--- src/include/sws_params.svh ---
`ifndef SWS_PARAMS_SVH
`define SWS_PARAMS_SVH

// ----------------------------------------------------------------------
// register offsets (byte addresses on the register bus)
// ----------------------------------------------------------------------
`define SWS_ADDR_W 8
`define SWS_OFF_SERVICE 8'h00
`define SWS_OFF_STATUS 8'h04

// ----------------------------------------------------------------------
// service register fields
// ----------------------------------------------------------------------
`define SWS_SEL_HI 7
`define SWS_SEL_LO 6
`define SWS_KEY_HI 5
`define SWS_KEY_LO 1
`define SWS_CM_BIT 0
`define SWS_KEY_VALUE 5'h0C
`define SWS_RST_WIN_SEL 2'h3
`define SWS_RST_CM_EN 1'b1

// ----------------------------------------------------------------------
// status register fields
// ----------------------------------------------------------------------
`define SWS_ST_PEND 0
`define SWS_ST_DRIVE 1
`define SWS_ST_LOCK 2
`define SWS_ST_CLKERR 3
`define SWS_ST_PIN 4

// ----------------------------------------------------------------------
// timing counts
// ----------------------------------------------------------------------
`define SWS_CLK_MHZ 20
`define SWS_TC_DIV 4
`define SWS_LOWER_TC 2048
`define SWS_UPPER_BASE_TC 8192
`define SWS_STRETCH_TC 20
`define SWS_IDLE_BIT 12
`define SWS_CKMON_TIME_US 1000
`define SWS_CKMON_CYC (`SWS_CKMON_TIME_US * `SWS_CLK_MHZ)

// ----------------------------------------------------------------------
// counter widths
// ----------------------------------------------------------------------
`define SWS_WIN_W 17
`define SWS_GAP_W 24
`define SWS_DIV_W 8
`define SWS_STR_W 6

`endif

--- src/include/sws_pkg.sv ---
`include "sws_params.svh"

package sws_pkg;

  // ----------------------------------------------------------------------
  // supervision sequence states
  // ----------------------------------------------------------------------
  typedef enum logic [3:0] {
    SWS_RUN   = 4'b0001,
    SWS_DRIVE = 4'b0010,
    SWS_HOLD  = 4'b0100,
    SWS_WAIT  = 4'b1000
  } sws_state_t;

  // ----------------------------------------------------------------------
  // whole state of the supervisor
  // ----------------------------------------------------------------------
  typedef struct packed {
    sws_state_t state;
    logic lock;
    logic [1:0] win_sel;
    logic cm_en;
    logic lower_act;
    logic [`SWS_WIN_W-1:0] win_cnt;
    logic [`SWS_DIV_W-1:0] div_cnt;
    logic tc;
    logic [`SWS_STR_W-1:0] str_cnt;
    logic cm_drive;
    logic [`SWS_STR_W-1:0] cm_cnt;
    logic [`SWS_GAP_W-1:0] ck_gap;
    logic ck_s1;
    logic ck_s2;
    logic ck_s3;
    logic pin_s1;
    logic pin_s2;
    logic halt_d;
    logic idle_d;
    logic [`SWS_IDLE_BIT:0] idle_cnt;
    logic idle_pend;
    logic fault_oe;
    logic fault_n;
    logic awready;
    logic aw_have;
    logic [`SWS_ADDR_W-1:0] aw_addr;
    logic wready;
    logic w_have;
    logic [7:0] wdata;
    logic wstrb0;
    logic bvalid;
    logic [1:0] bresp;
    logic arready;
    logic rvalid;
    logic [7:0] rdata;
    logic [1:0] rresp;
  } sws_reg_t;

endpackage

--- src/sws_supervisor.sv ---
// The implementer's own choices: the placing of the registers and the AXI4-Lite interface to the registers.
`timescale 1ns/1ps
`default_nettype none
`include "sws_params.svh"

module sws_supervisor #(
  parameter int TC_DIV = `SWS_TC_DIV,
  parameter int LOWER_TC = `SWS_LOWER_TC,
  parameter int UPPER_BASE_TC = `SWS_UPPER_BASE_TC,
  parameter int STRETCH_TC = `SWS_STRETCH_TC,
  parameter int CKMON_CYC = `SWS_CKMON_CYC
) (
  // clock and reset
  input wire logic aclk,
  input wire logic aresetn,
  // axi4-lite write address and data
  input wire logic awvalid,
  output logic awready,
  input wire logic [`SWS_ADDR_W-1:0] awaddr,
  input wire logic [2:0] awprot,
  input wire logic wvalid,
  output logic wready,
  input wire logic [31:0] wdata,
  input wire logic [3:0] wstrb,
  // axi4-lite write response
  output logic bvalid,
  input wire logic bready,
  output logic [1:0] bresp,
  // axi4-lite read
  input wire logic arvalid,
  output logic arready,
  input wire logic [`SWS_ADDR_W-1:0] araddr,
  input wire logic [2:0] arprot,
  output logic rvalid,
  input wire logic rready,
  output logic [31:0] rdata,
  output logic [1:0] rresp,
  // processor power modes and oscillator options
  input wire logic halt_mode,
  input wire logic idle_mode,
  input wire logic rc_osc_sel,
  input wire logic startup_delay_sel,
  // monitored clock input pin
  input wire logic clock_input_pin,
  // open-drain fault pin
  input wire logic fault_pin,
  output logic fault_out_n,
  output logic fault_out_oe,
  // idle timer pending flag
  output logic idle_tick_pending
);
  import sws_pkg::*;

  // ----------------------------------------------------------------------
  // constants at the widths they meet
  // ----------------------------------------------------------------------
  localparam logic [`SWS_DIV_W-1:0] DIV_LAST = `SWS_DIV_W'(TC_DIV - 1);
  localparam logic [`SWS_WIN_W-1:0] LOWER_CNT = `SWS_WIN_W'(LOWER_TC);
  localparam logic [`SWS_STR_W-1:0] STR_LAST = `SWS_STR_W'(STRETCH_TC - 1);
  localparam logic [`SWS_GAP_W-1:0] GAP_LIMIT = `SWS_GAP_W'(CKMON_CYC);
  localparam logic [1:0] RESP_OKAY = 2'h0;
  localparam logic [1:0] RESP_SLVERR = 2'h2;

  sws_reg_t st_r = '0;
  sws_reg_t st_nxt;

  logic ck_edge;
  logic ck_slow;
  logic halt_exit;
  logic idle_exit;
  logic susp;
  logic wr_fire;
  logic svc;
  logic key_ok;
  logic full_match;
  logic early;
  logic [`SWS_WIN_W:0] upper_ext;
  logic [`SWS_WIN_W-1:0] upper_last;
  logic [`SWS_IDLE_BIT:0] idle_inc;

  // ----------------------------------------------------------------------
  // decoded events of the current cycle
  // ----------------------------------------------------------------------
  assign ck_edge = st_r.ck_s2 ^ st_r.ck_s3;
  assign ck_slow = (st_r.ck_gap >= GAP_LIMIT);
  assign halt_exit = st_r.halt_d & ~halt_mode;
  assign idle_exit = st_r.idle_d & ~idle_mode;
  assign susp = halt_mode | idle_mode;
  assign wr_fire = st_r.aw_have & st_r.w_have & ~st_r.bvalid;
  assign svc = wr_fire & st_r.wstrb0 & (st_r.aw_addr == `SWS_OFF_SERVICE);
  assign key_ok = (st_r.wdata[`SWS_KEY_HI:`SWS_KEY_LO] == `SWS_KEY_VALUE);
  assign full_match = key_ok
    & (st_r.wdata[`SWS_SEL_HI:`SWS_SEL_LO] == st_r.win_sel)
    & (st_r.wdata[`SWS_CM_BIT] == st_r.cm_en);
  assign early = st_r.lower_act & (st_r.win_cnt < LOWER_CNT);
  // upper bound doubles with each step of the window select
  assign upper_ext = (`SWS_WIN_W+1)'(UPPER_BASE_TC) << st_r.win_sel;
  assign upper_last = `SWS_WIN_W'(upper_ext - 1'b1);
  assign idle_inc = st_r.idle_cnt + 1'b1;

  // ----------------------------------------------------------------------
  // next-state logic
  // ----------------------------------------------------------------------
  always_comb
  begin
    st_nxt = st_r;
    // instruction-cycle enable from the divider
    st_nxt.tc = 1'b0;
    if (st_r.div_cnt == DIV_LAST)
    begin
      st_nxt.div_cnt = '0;
      st_nxt.tc = 1'b1;
    end
    else
    begin
      st_nxt.div_cnt = st_r.div_cnt + 1'b1;
    end

    // synchronisers for the two pins
    st_nxt.ck_s1 = clock_input_pin;
    st_nxt.ck_s2 = st_r.ck_s1;
    st_nxt.ck_s3 = st_r.ck_s2;
    st_nxt.pin_s1 = fault_pin;
    st_nxt.pin_s2 = st_r.pin_s1;
    st_nxt.halt_d = halt_mode;
    st_nxt.idle_d = idle_mode;

    // gap since the last clock pin edge, saturating
    if (ck_edge)
    begin
      st_nxt.ck_gap = '0;
    end
    else if (!ck_slow)
    begin
      st_nxt.ck_gap = st_r.ck_gap + 1'b1;
    end

    // clock monitor, free of halt and idle
    if (!st_r.cm_en)
    begin
      st_nxt.cm_drive = 1'b0;
      st_nxt.cm_cnt = '0;
    end
    else if (ck_slow)
    begin
      st_nxt.cm_drive = 1'b1;
      st_nxt.cm_cnt = '0;
    end
    else if (st_r.cm_drive && st_r.tc)
    begin
      // stretched release after recovery
      if (st_r.cm_cnt == STR_LAST)
      begin
        st_nxt.cm_drive = 1'b0;
      end
      else
      begin
        st_nxt.cm_cnt = st_r.cm_cnt + 1'b1;
      end
    end

    // idle timer and its pending flag, set beats clear
    if (wr_fire && st_r.wstrb0 && (st_r.aw_addr == `SWS_OFF_STATUS)
        && st_r.wdata[`SWS_ST_PEND])
    begin
      st_nxt.idle_pend = 1'b0;
    end
    if (st_r.tc)
    begin
      st_nxt.idle_cnt = idle_inc;
      if (idle_inc[`SWS_IDLE_BIT] != st_r.idle_cnt[`SWS_IDLE_BIT])
      begin
        st_nxt.idle_pend = 1'b1;
      end
    end

    // supervision sequence
    case (st_r.state)
      SWS_RUN:
      begin
        if (svc)
        begin
          if (!st_r.lock)
          begin
            if (key_ok)
            begin
              st_nxt.lock = 1'b1;
              st_nxt.win_sel = st_r.wdata[`SWS_SEL_HI:`SWS_SEL_LO];
              st_nxt.cm_en = st_r.wdata[`SWS_CM_BIT];
              st_nxt.win_cnt = '0;
              st_nxt.lower_act = 1'b1;
            end
            else
            begin
              st_nxt.state = SWS_DRIVE;
            end
          end
          else if (full_match && !early)
          begin
            st_nxt.win_cnt = '0;
            st_nxt.lower_act = 1'b1;
          end
          else
          begin
            st_nxt.state = SWS_DRIVE;
          end
        end
        else if (halt_exit && !(rc_osc_sel && !startup_delay_sel))
        begin
          st_nxt.win_cnt = '0;
          st_nxt.lower_act = 1'b1;
        end
        else if (idle_exit)
        begin
          st_nxt.win_cnt = '0;
          st_nxt.lower_act = 1'b1;
        end
        else if (st_r.tc && !susp)
        begin
          // count only outside halt and idle, so halt resumes with rc_osc_sel set and startup_delay_sel clear
          if (st_r.win_cnt >= upper_last)
          begin
            st_nxt.state = SWS_DRIVE;
          end
          else
          begin
            st_nxt.win_cnt = st_r.win_cnt + 1'b1;
          end
        end
      end
      SWS_DRIVE:
      begin
        // wait until the pin is sensed low
        st_nxt.str_cnt = '0;
        if (!st_r.pin_s2)
        begin
          st_nxt.state = SWS_HOLD;
        end
      end
      SWS_HOLD:
      begin
        if (st_r.tc)
        begin
          if (st_r.str_cnt == STR_LAST)
          begin
            st_nxt.state = SWS_WAIT;
          end
          else
          begin
            st_nxt.str_cnt = st_r.str_cnt + 1'b1;
          end
        end
      end
      SWS_WAIT:
      begin
        if (st_r.pin_s2)
        begin
          st_nxt.state = SWS_RUN;
          st_nxt.win_cnt = '0;
          st_nxt.lower_act = st_r.lock;
        end
      end
      default:
      begin
        st_nxt.state = SWS_RUN;
      end
    endcase

    // one open-drain driver for both fault sources
    st_nxt.fault_oe = (st_nxt.state == SWS_DRIVE)
      | (st_nxt.state == SWS_HOLD) | st_nxt.cm_drive;
    st_nxt.fault_n = 1'b0;

    // write address and data taken in either order
    if (awvalid && st_r.awready)
    begin
      st_nxt.aw_have = 1'b1;
      st_nxt.aw_addr = awaddr;
    end
    if (wvalid && st_r.wready)
    begin
      st_nxt.w_have = 1'b1;
      st_nxt.wdata = wdata[7:0];
      st_nxt.wstrb0 = wstrb[0];
    end
    if (wr_fire)
    begin
      st_nxt.aw_have = 1'b0;
      st_nxt.w_have = 1'b0;
      st_nxt.bvalid = 1'b1;
      if ((st_r.aw_addr == `SWS_OFF_SERVICE)
          || (st_r.aw_addr == `SWS_OFF_STATUS))
      begin
        st_nxt.bresp = RESP_OKAY;
      end
      else
      begin
        st_nxt.bresp = RESP_SLVERR;
      end
    end
    if (st_r.bvalid && bready)
    begin
      st_nxt.bvalid = 1'b0;
    end
    st_nxt.awready = ~st_nxt.aw_have & ~st_nxt.bvalid;
    st_nxt.wready = ~st_nxt.w_have & ~st_nxt.bvalid;

    // read channel, key field always reads zero
    if (arvalid && st_r.arready)
    begin
      st_nxt.rvalid = 1'b1;
      st_nxt.rresp = RESP_OKAY;
      if (araddr == `SWS_OFF_SERVICE)
      begin
        st_nxt.rdata = {st_r.win_sel, 5'h00, st_r.cm_en};
      end
      else if (araddr == `SWS_OFF_STATUS)
      begin
        st_nxt.rdata = {3'h0, st_r.pin_s2, st_r.cm_drive, st_r.lock,
          st_r.fault_oe, st_r.idle_pend};
      end
      else
      begin
        st_nxt.rdata = 8'h00;
        st_nxt.rresp = RESP_SLVERR;
      end
    end
    if (st_r.rvalid && rready)
    begin
      st_nxt.rvalid = 1'b0;
    end
    st_nxt.arready = ~st_nxt.rvalid;
  end

  // ----------------------------------------------------------------------
  // state register; idle counter keeps its value through reset
  // ----------------------------------------------------------------------
  always_ff @(posedge aclk)
  begin
    if (!aresetn)
    begin
      st_r <= '0;
      st_r.state <= SWS_RUN;
      st_r.win_sel <= `SWS_RST_WIN_SEL;
      st_r.cm_en <= `SWS_RST_CM_EN;
      st_r.fault_n <= 1'b0;
      st_r.idle_cnt <= st_nxt.idle_cnt;
    end
    else
    begin
      st_r <= st_nxt;
    end
  end

  // ----------------------------------------------------------------------
  // outputs
  // ----------------------------------------------------------------------
  assign awready = st_r.awready;
  assign wready = st_r.wready;
  assign bvalid = st_r.bvalid;
  assign bresp = st_r.bresp;
  assign arready = st_r.arready;
  assign rvalid = st_r.rvalid;
  assign rdata = {24'h00_0000, st_r.rdata};
  assign rresp = st_r.rresp;
  assign fault_out_n = st_r.fault_n;
  assign fault_out_oe = st_r.fault_oe;
  assign idle_tick_pending = st_r.idle_pend;

  // ----------------------------------------------------------------------
  // assertions
  // ----------------------------------------------------------------------
  AST_EARLY_FAULT: assert property (
    @(posedge aclk) disable iff (!aresetn)
    (st_r.state == SWS_RUN) && svc && st_r.lock && early
    |=> (st_r.state == SWS_DRIVE) ##1 fault_out_oe)
    else $error("early service did not fault");

  AST_LATE_FAULT: assert property (
    @(posedge aclk) disable iff (!aresetn)
    (st_r.state == SWS_RUN) && st_r.tc && !susp && !svc && !halt_exit
    && !idle_exit && (st_r.win_cnt == upper_last)
    |=> (st_r.state == SWS_DRIVE))
    else $error("window expiry did not fault");

  AST_KEY_FAULT: assert property (
    @(posedge aclk) disable iff (!aresetn)
    (st_r.state == SWS_RUN) && svc && !key_ok
    |=> (st_r.state == SWS_DRIVE) && !$changed(st_r.lock))
    else $error("bad key accepted");

  AST_CM_OFF: assert property (
    @(posedge aclk) disable iff (!aresetn)
    !st_r.cm_en && !$past(st_r.cm_en) |-> !st_r.cm_drive)
    else $error("disabled clock monitor drives");

  AST_LOCKED: assert property (
    @(posedge aclk) disable iff (!aresetn)
    st_r.lock |=> $stable(st_r.win_sel) && $stable(st_r.cm_en))
    else $error("locked choice changed");

  AST_IGNORE: assert property (
    @(posedge aclk) disable iff (!aresetn)
    svc && ((st_r.state == SWS_DRIVE) || (st_r.state == SWS_HOLD))
    |=> (st_r.state != SWS_RUN) && $stable(st_r.win_cnt)
    && $stable(st_r.lock))
    else $error("service during fault not ignored");

  AST_STRETCH: assert property (
    @(posedge aclk) disable iff (!aresetn)
    (st_r.state == SWS_DRIVE) && !st_r.pin_s2 |=> fault_out_oe [*8])
    else $error("fault pin released too soon");

  AST_READ_KEY: assert property (
    @(posedge aclk) disable iff (!aresetn)
    rvalid && $rose(rvalid) && $past(araddr) == `SWS_OFF_SERVICE
    |-> rdata[`SWS_KEY_HI:`SWS_KEY_LO] == 5'h00)
    else $error("key field readable");

  AST_SUSPEND: assert property (
    @(posedge aclk) disable iff (!aresetn)
    (st_r.state == SWS_RUN) && susp && !svc && !halt_exit && !idle_exit
    |=> $stable(st_r.win_cnt))
    else $error("window counted while suspended");

  AST_IDLE_EXIT: assert property (
    @(posedge aclk) disable iff (!aresetn)
    (st_r.state == SWS_RUN) && idle_exit && !svc && !halt_exit
    |=> (st_r.win_cnt == '0) && st_r.lower_act)
    else $error("idle exit did not restart window");

  AST_WIRED: assert property (
    @(posedge aclk) disable iff (!aresetn)
    st_r.cm_drive || (st_r.state == SWS_HOLD) |-> fault_out_oe)
    else $error("fault source not on pin");

endmodule
`default_nettype wire

--- config.mk ---
export PLATFORM = sky130hd
export DESIGN_NAME = sws_supervisor
export DESIGN_NICKNAME = d
export VERILOG_FILES = /design/src/include/sws_pkg.sv /design/src/sws_supervisor.sv
export VERILOG_INCLUDE_DIRS = /design/src /design/src/include
export SDC_FILE = /design/constraint.sdc
export NUM_CORES = 1
export LEC_CHECK = 0
export ABC_CLOCK_PERIOD_IN_PS = 2840
export BUFFER_PORTS_ARGS = -buffer_cell sky130_fd_sc_hd__buf_2
export CORE_MARGIN = 10
export CORE_UTILIZATION = 45
export CTS_BUF_LIST = sky130_fd_sc_hd__clkbuf_8
export DETAILED_ROUTE_END_ITERATION = 12
export GPL_TIMING_DRIVEN = 0
export HOLD_SLACK_MARGIN = 0.1
export PLACE_DENSITY = 0.67
export SYNTH_ARGS = -nofsm -noshare
export SYNTH_HDL_FRONTEND = slang
export SYNTH_SLANG_ARGS = --single-unit
export TNS_END_PERCENT = 1
--- constraint.sdc ---
create_clock -name aclk -period 2.84 [get_ports aclk]
set_input_delay 0.426 -clock aclk [delete_from_list [all_inputs] [get_ports aclk]]
set_output_delay 0.426 -clock aclk [all_outputs]
set_load 0.02 [all_outputs]
==> results.json <==
{
  "drive_above_1_share": 0.192,
  "ant_nets": 0,
  "cts_made_buffers": 17,
  "combPwrFrac": 0.068,
  "ys_types": 63,
  "cp-end-kind": "register",
  "fin_crit_sh": 0.890,
  "grt_max_degree": 20,
  "period_minus_slack_ns": 2.53,
  "clkLatencyLatePin_ns": 0.45,
  "fillers": 1173,
  "io_buffers": 53,
  "drt_iter0_markers": 310,
  "slew_headroom": 0.205,
  "final_common_cell": "dfxtp_1",
  "crit_path_max_incr_delay_ns": 0.46,
  "synth_edf_count": 12,
  "die_width_um": 134,
  "wl_per_cell_um": 14.0,
  "clock-root-buffer": "clkbuf_8",
  "holdCritPathClass": "input port to register",
  "drc_errors": 0,
  "setup_violations": 0,
  "power_leakage_nw": 2.88,
  "grt_pass1_vias": 4634,
  "synth-seq-cells": 126,
  "async_flop_share": 0,
  "p_int_mw": 3.07,
  "cts_hold_buf": 0,
  "setup_slack_ns": 0.313,
  "rsz0062_at_grt": "false",
  "synth_cells": 648,
  "p_clk_frac": 0.462,
  "dp_hpwl_um": 9650,
  "power.density_mw_per_mm2": 577,
  "seq_area_mm2": 0.00264,
  "fin_nets": 829,
  "tns_ns": 0,
  "hold_viol_final": 0,
  "fin_skew_ns": 0.0100,
  "cts_tree": "built",
  "multi_input_area_mm2": 0.00288,
  "path_max_fanout": 10,
  "syn_area_per_cell_um2": 8.97,
  "max_freq_ghz": 0.396,
  "die-area_mm2": 0.0179,
  "core.rowCount": 41,
  "core_mm2": 0.0126,
  "wirelength_um": 13000,
  "seq_area_frac_synth": 0.454,
  "netSwitchingFraction": 0.226,
  "gp_congestion": 0.876,
  "worst_pin_slew_ns": 1.16,
  "die_h_um": 134,
  "cts_buffer_depth": 2,
  "post_drt_via_cell_ratio": 5.12,
  "place_ws_ns": 0.244,
  "cts.sinks": 126,
  "path_cells": "nand2_1, ha_1, a21oi_1, nand2_1, a221oi_2, a211oi_1, buf_2, buf_2, o41ai_1, a21oi_1",
  "vdd_drop_max_v": 0.000248,
  "pwr-share-seq": 0.471,
  "final_core_util": 0.545,
  "diodes": 0,
  "syn_area_mm2": 0.00581,
  "ioPinCount": 115,
  "status": "finished clean",
  "syn2layout_area_growth_pct": 18.4,
  "crit_path_top_delay_cell": "dfxtp_1",
  "initial_utilization": 0.461,
  "maxSlewViolCount": 0,
  "arrival_ns": 2.84,
  "track_usage": 0.147,
  "htreeDepth": 4,
  "firstDrtPassIters": 5,
  "synth_ff_type": "dfxtp_1",
  "overflow": 0,
  "cp_data_required_time_ns": 3.15,
  "grt_antenna_before_repair": 0,
  "vias": 4763,
  "worstSetupPathType": "register to register",
  "start_kind": "register",
  "path_clk_slew_ns": 0.07,
  "p_total_mw": 3.97,
  "switching_power_mw": 0.899,
  "ys_warn_count": 0,
  "drv_cap": 0,
  "mostFrequentLayoutCells": "114 x dfxtp_1, 80 x nand2_1, 61 x nor2_1, 59 x buf_2, 46 x a21oi_1",
  "grt_pass1_wl_um": 21700
}
-- cells by family (layout without fill, tap and decap cells) --
group,after synthesis,count (layout),synth area share
fa+ha+maj,11,11,0.0237
simple gates,298,298,0.268
mux,12,12,0.0209
other cells,2,29,0.00129
xor+xnor,40,40,0.0603
flops,126,126,0.454
compound gates,93,93,0.102
buf+inv,66,150,0.0691
-- what timing repair did --
item | in CTS | in global routing
endpoints found under the setup margin | 0 | 5
buffers inserted | 0 | 0
resized for setup | 0 | 2
-- power groups by stage --
stage | Sequential (mW) | Clock (mW) | Combinational [mW]
floorplan | 1.91 | 0 | 0.187
global placement | 1.91 | 0 | 0.259
detailed placement | 1.91 | 0 | 0.265
CTS | 1.87 | 1.88 | 0.267
global route | 1.88 | 1.95 | 0.301
finish | 1.87 | 1.83 | 0.268
-- routing by layer --
layer | up-vias | wire length [um] | part of all wire | global-route usage
met5 | - | 0 | 0 | 0
met2 | 144 | 5680 | 0.44 | 0.223
met1 | 2179 | 6200 | 0.48 | 0.182
li1 | 2418 | - | - | -
met4 | 0 | 229 | 0.018 | 0.0653
met3 | 22 | 886 | 0.068 | 0.0556
-- critical path, delay by kind of cell (launching register included) --
kind / cells / cell delay (ns)
AOI/OAI and AO/OA: 5 / 1.06
DFF: 1 / 0.46
adders and majority gates: 1 / 0.31
buffers and inverters: 2 / 0.40
and+or+nand+nor: 2 / 0.17
-- final cells by class --
type / count / share of cell area
sequential: 126 / 0.384
timing repair buffer: 53 / 0.0385
tap: 172 / 0.0313
inverter: 11 / 0.00600
multi-input combinational: 483 / 0.419
buffer: 55 / 0.0524
clock buffer: 21 / 0.0420
clock inverter: 10 / 0.0267
-- cells in the mapped netlist (4+ instances only) --
master / n / area [um^2]
nand4_1: 12 / 75.1
mux2i_1: 11 / 110
nor2_1: 61 / 229
a22oi_1: 7 / 52.6
clkbuf_1: 9 / 33.8
ha_1: 11 / 138
nor3_1: 12 / 60.1
nor4b_1: 4 / 35.0
inv_1: 11 / 41.3
xor2_1: 27 / 236
a21oi_1: 46 / 230
nand2b_1: 8 / 50.1
buf_4: 39 / 293
nand3_1: 36 / 180
and3_1: 27 / 169
and2_1: 10 / 62.6
o31ai_1: 7 / 52.6
edfxtp_1: 12 / 360
or4_1: 5 / 37.5
buf_2: 6 / 30.0
dfxtp_1: 114 / 2280
or3_1: 5 / 31.3
o21ai_0: 11 / 55.1
nand2_1: 80 / 300
nor4_1: 10 / 62.6
and4_1: 5 / 43.8
xnor2_1: 13 / 114
-- state kept, by name, indices dropped and copies added (netlist names) --
name	flops
rdata	7
awready	1
idle_tick_pending	1
fault_out_oe	1
st_nxt	3
wready	1
bresp	1
rresp	1
rvalid	1
bvalid	1
arready	1
st_r	107
-- per-stage QoR --
| step | std cells | cell area, um^2 | hold WS (ns) |
|---|---|---|---|
| after floorplan | 675 | 5920 | 0.412 |
| after detailed placement | 900 | 6400 | 0.425 |
| after global placement | 900 | 6400 | 0.421 |
| final | 931 | 6880 | 0.193 |
| after global routing | 931 | 6880 | 0.158 |
| after CTS | 931 | 6870 | 0.165 |
-- final timing paths --
check	start	depth (start not counted)	slack, ns	endpoint
hold reg to reg	st_nxt[57]	1	0.44	st_nxt[56]
hold / removal	fault_pin	2	0.19	st_nxt[54]
setup / recovery	st_r[125]	10	0.31	st_r[114]
setup reg to reg	st_r[125]	10	0.31	st_r[114]
(Power assumes the default switching activity.)
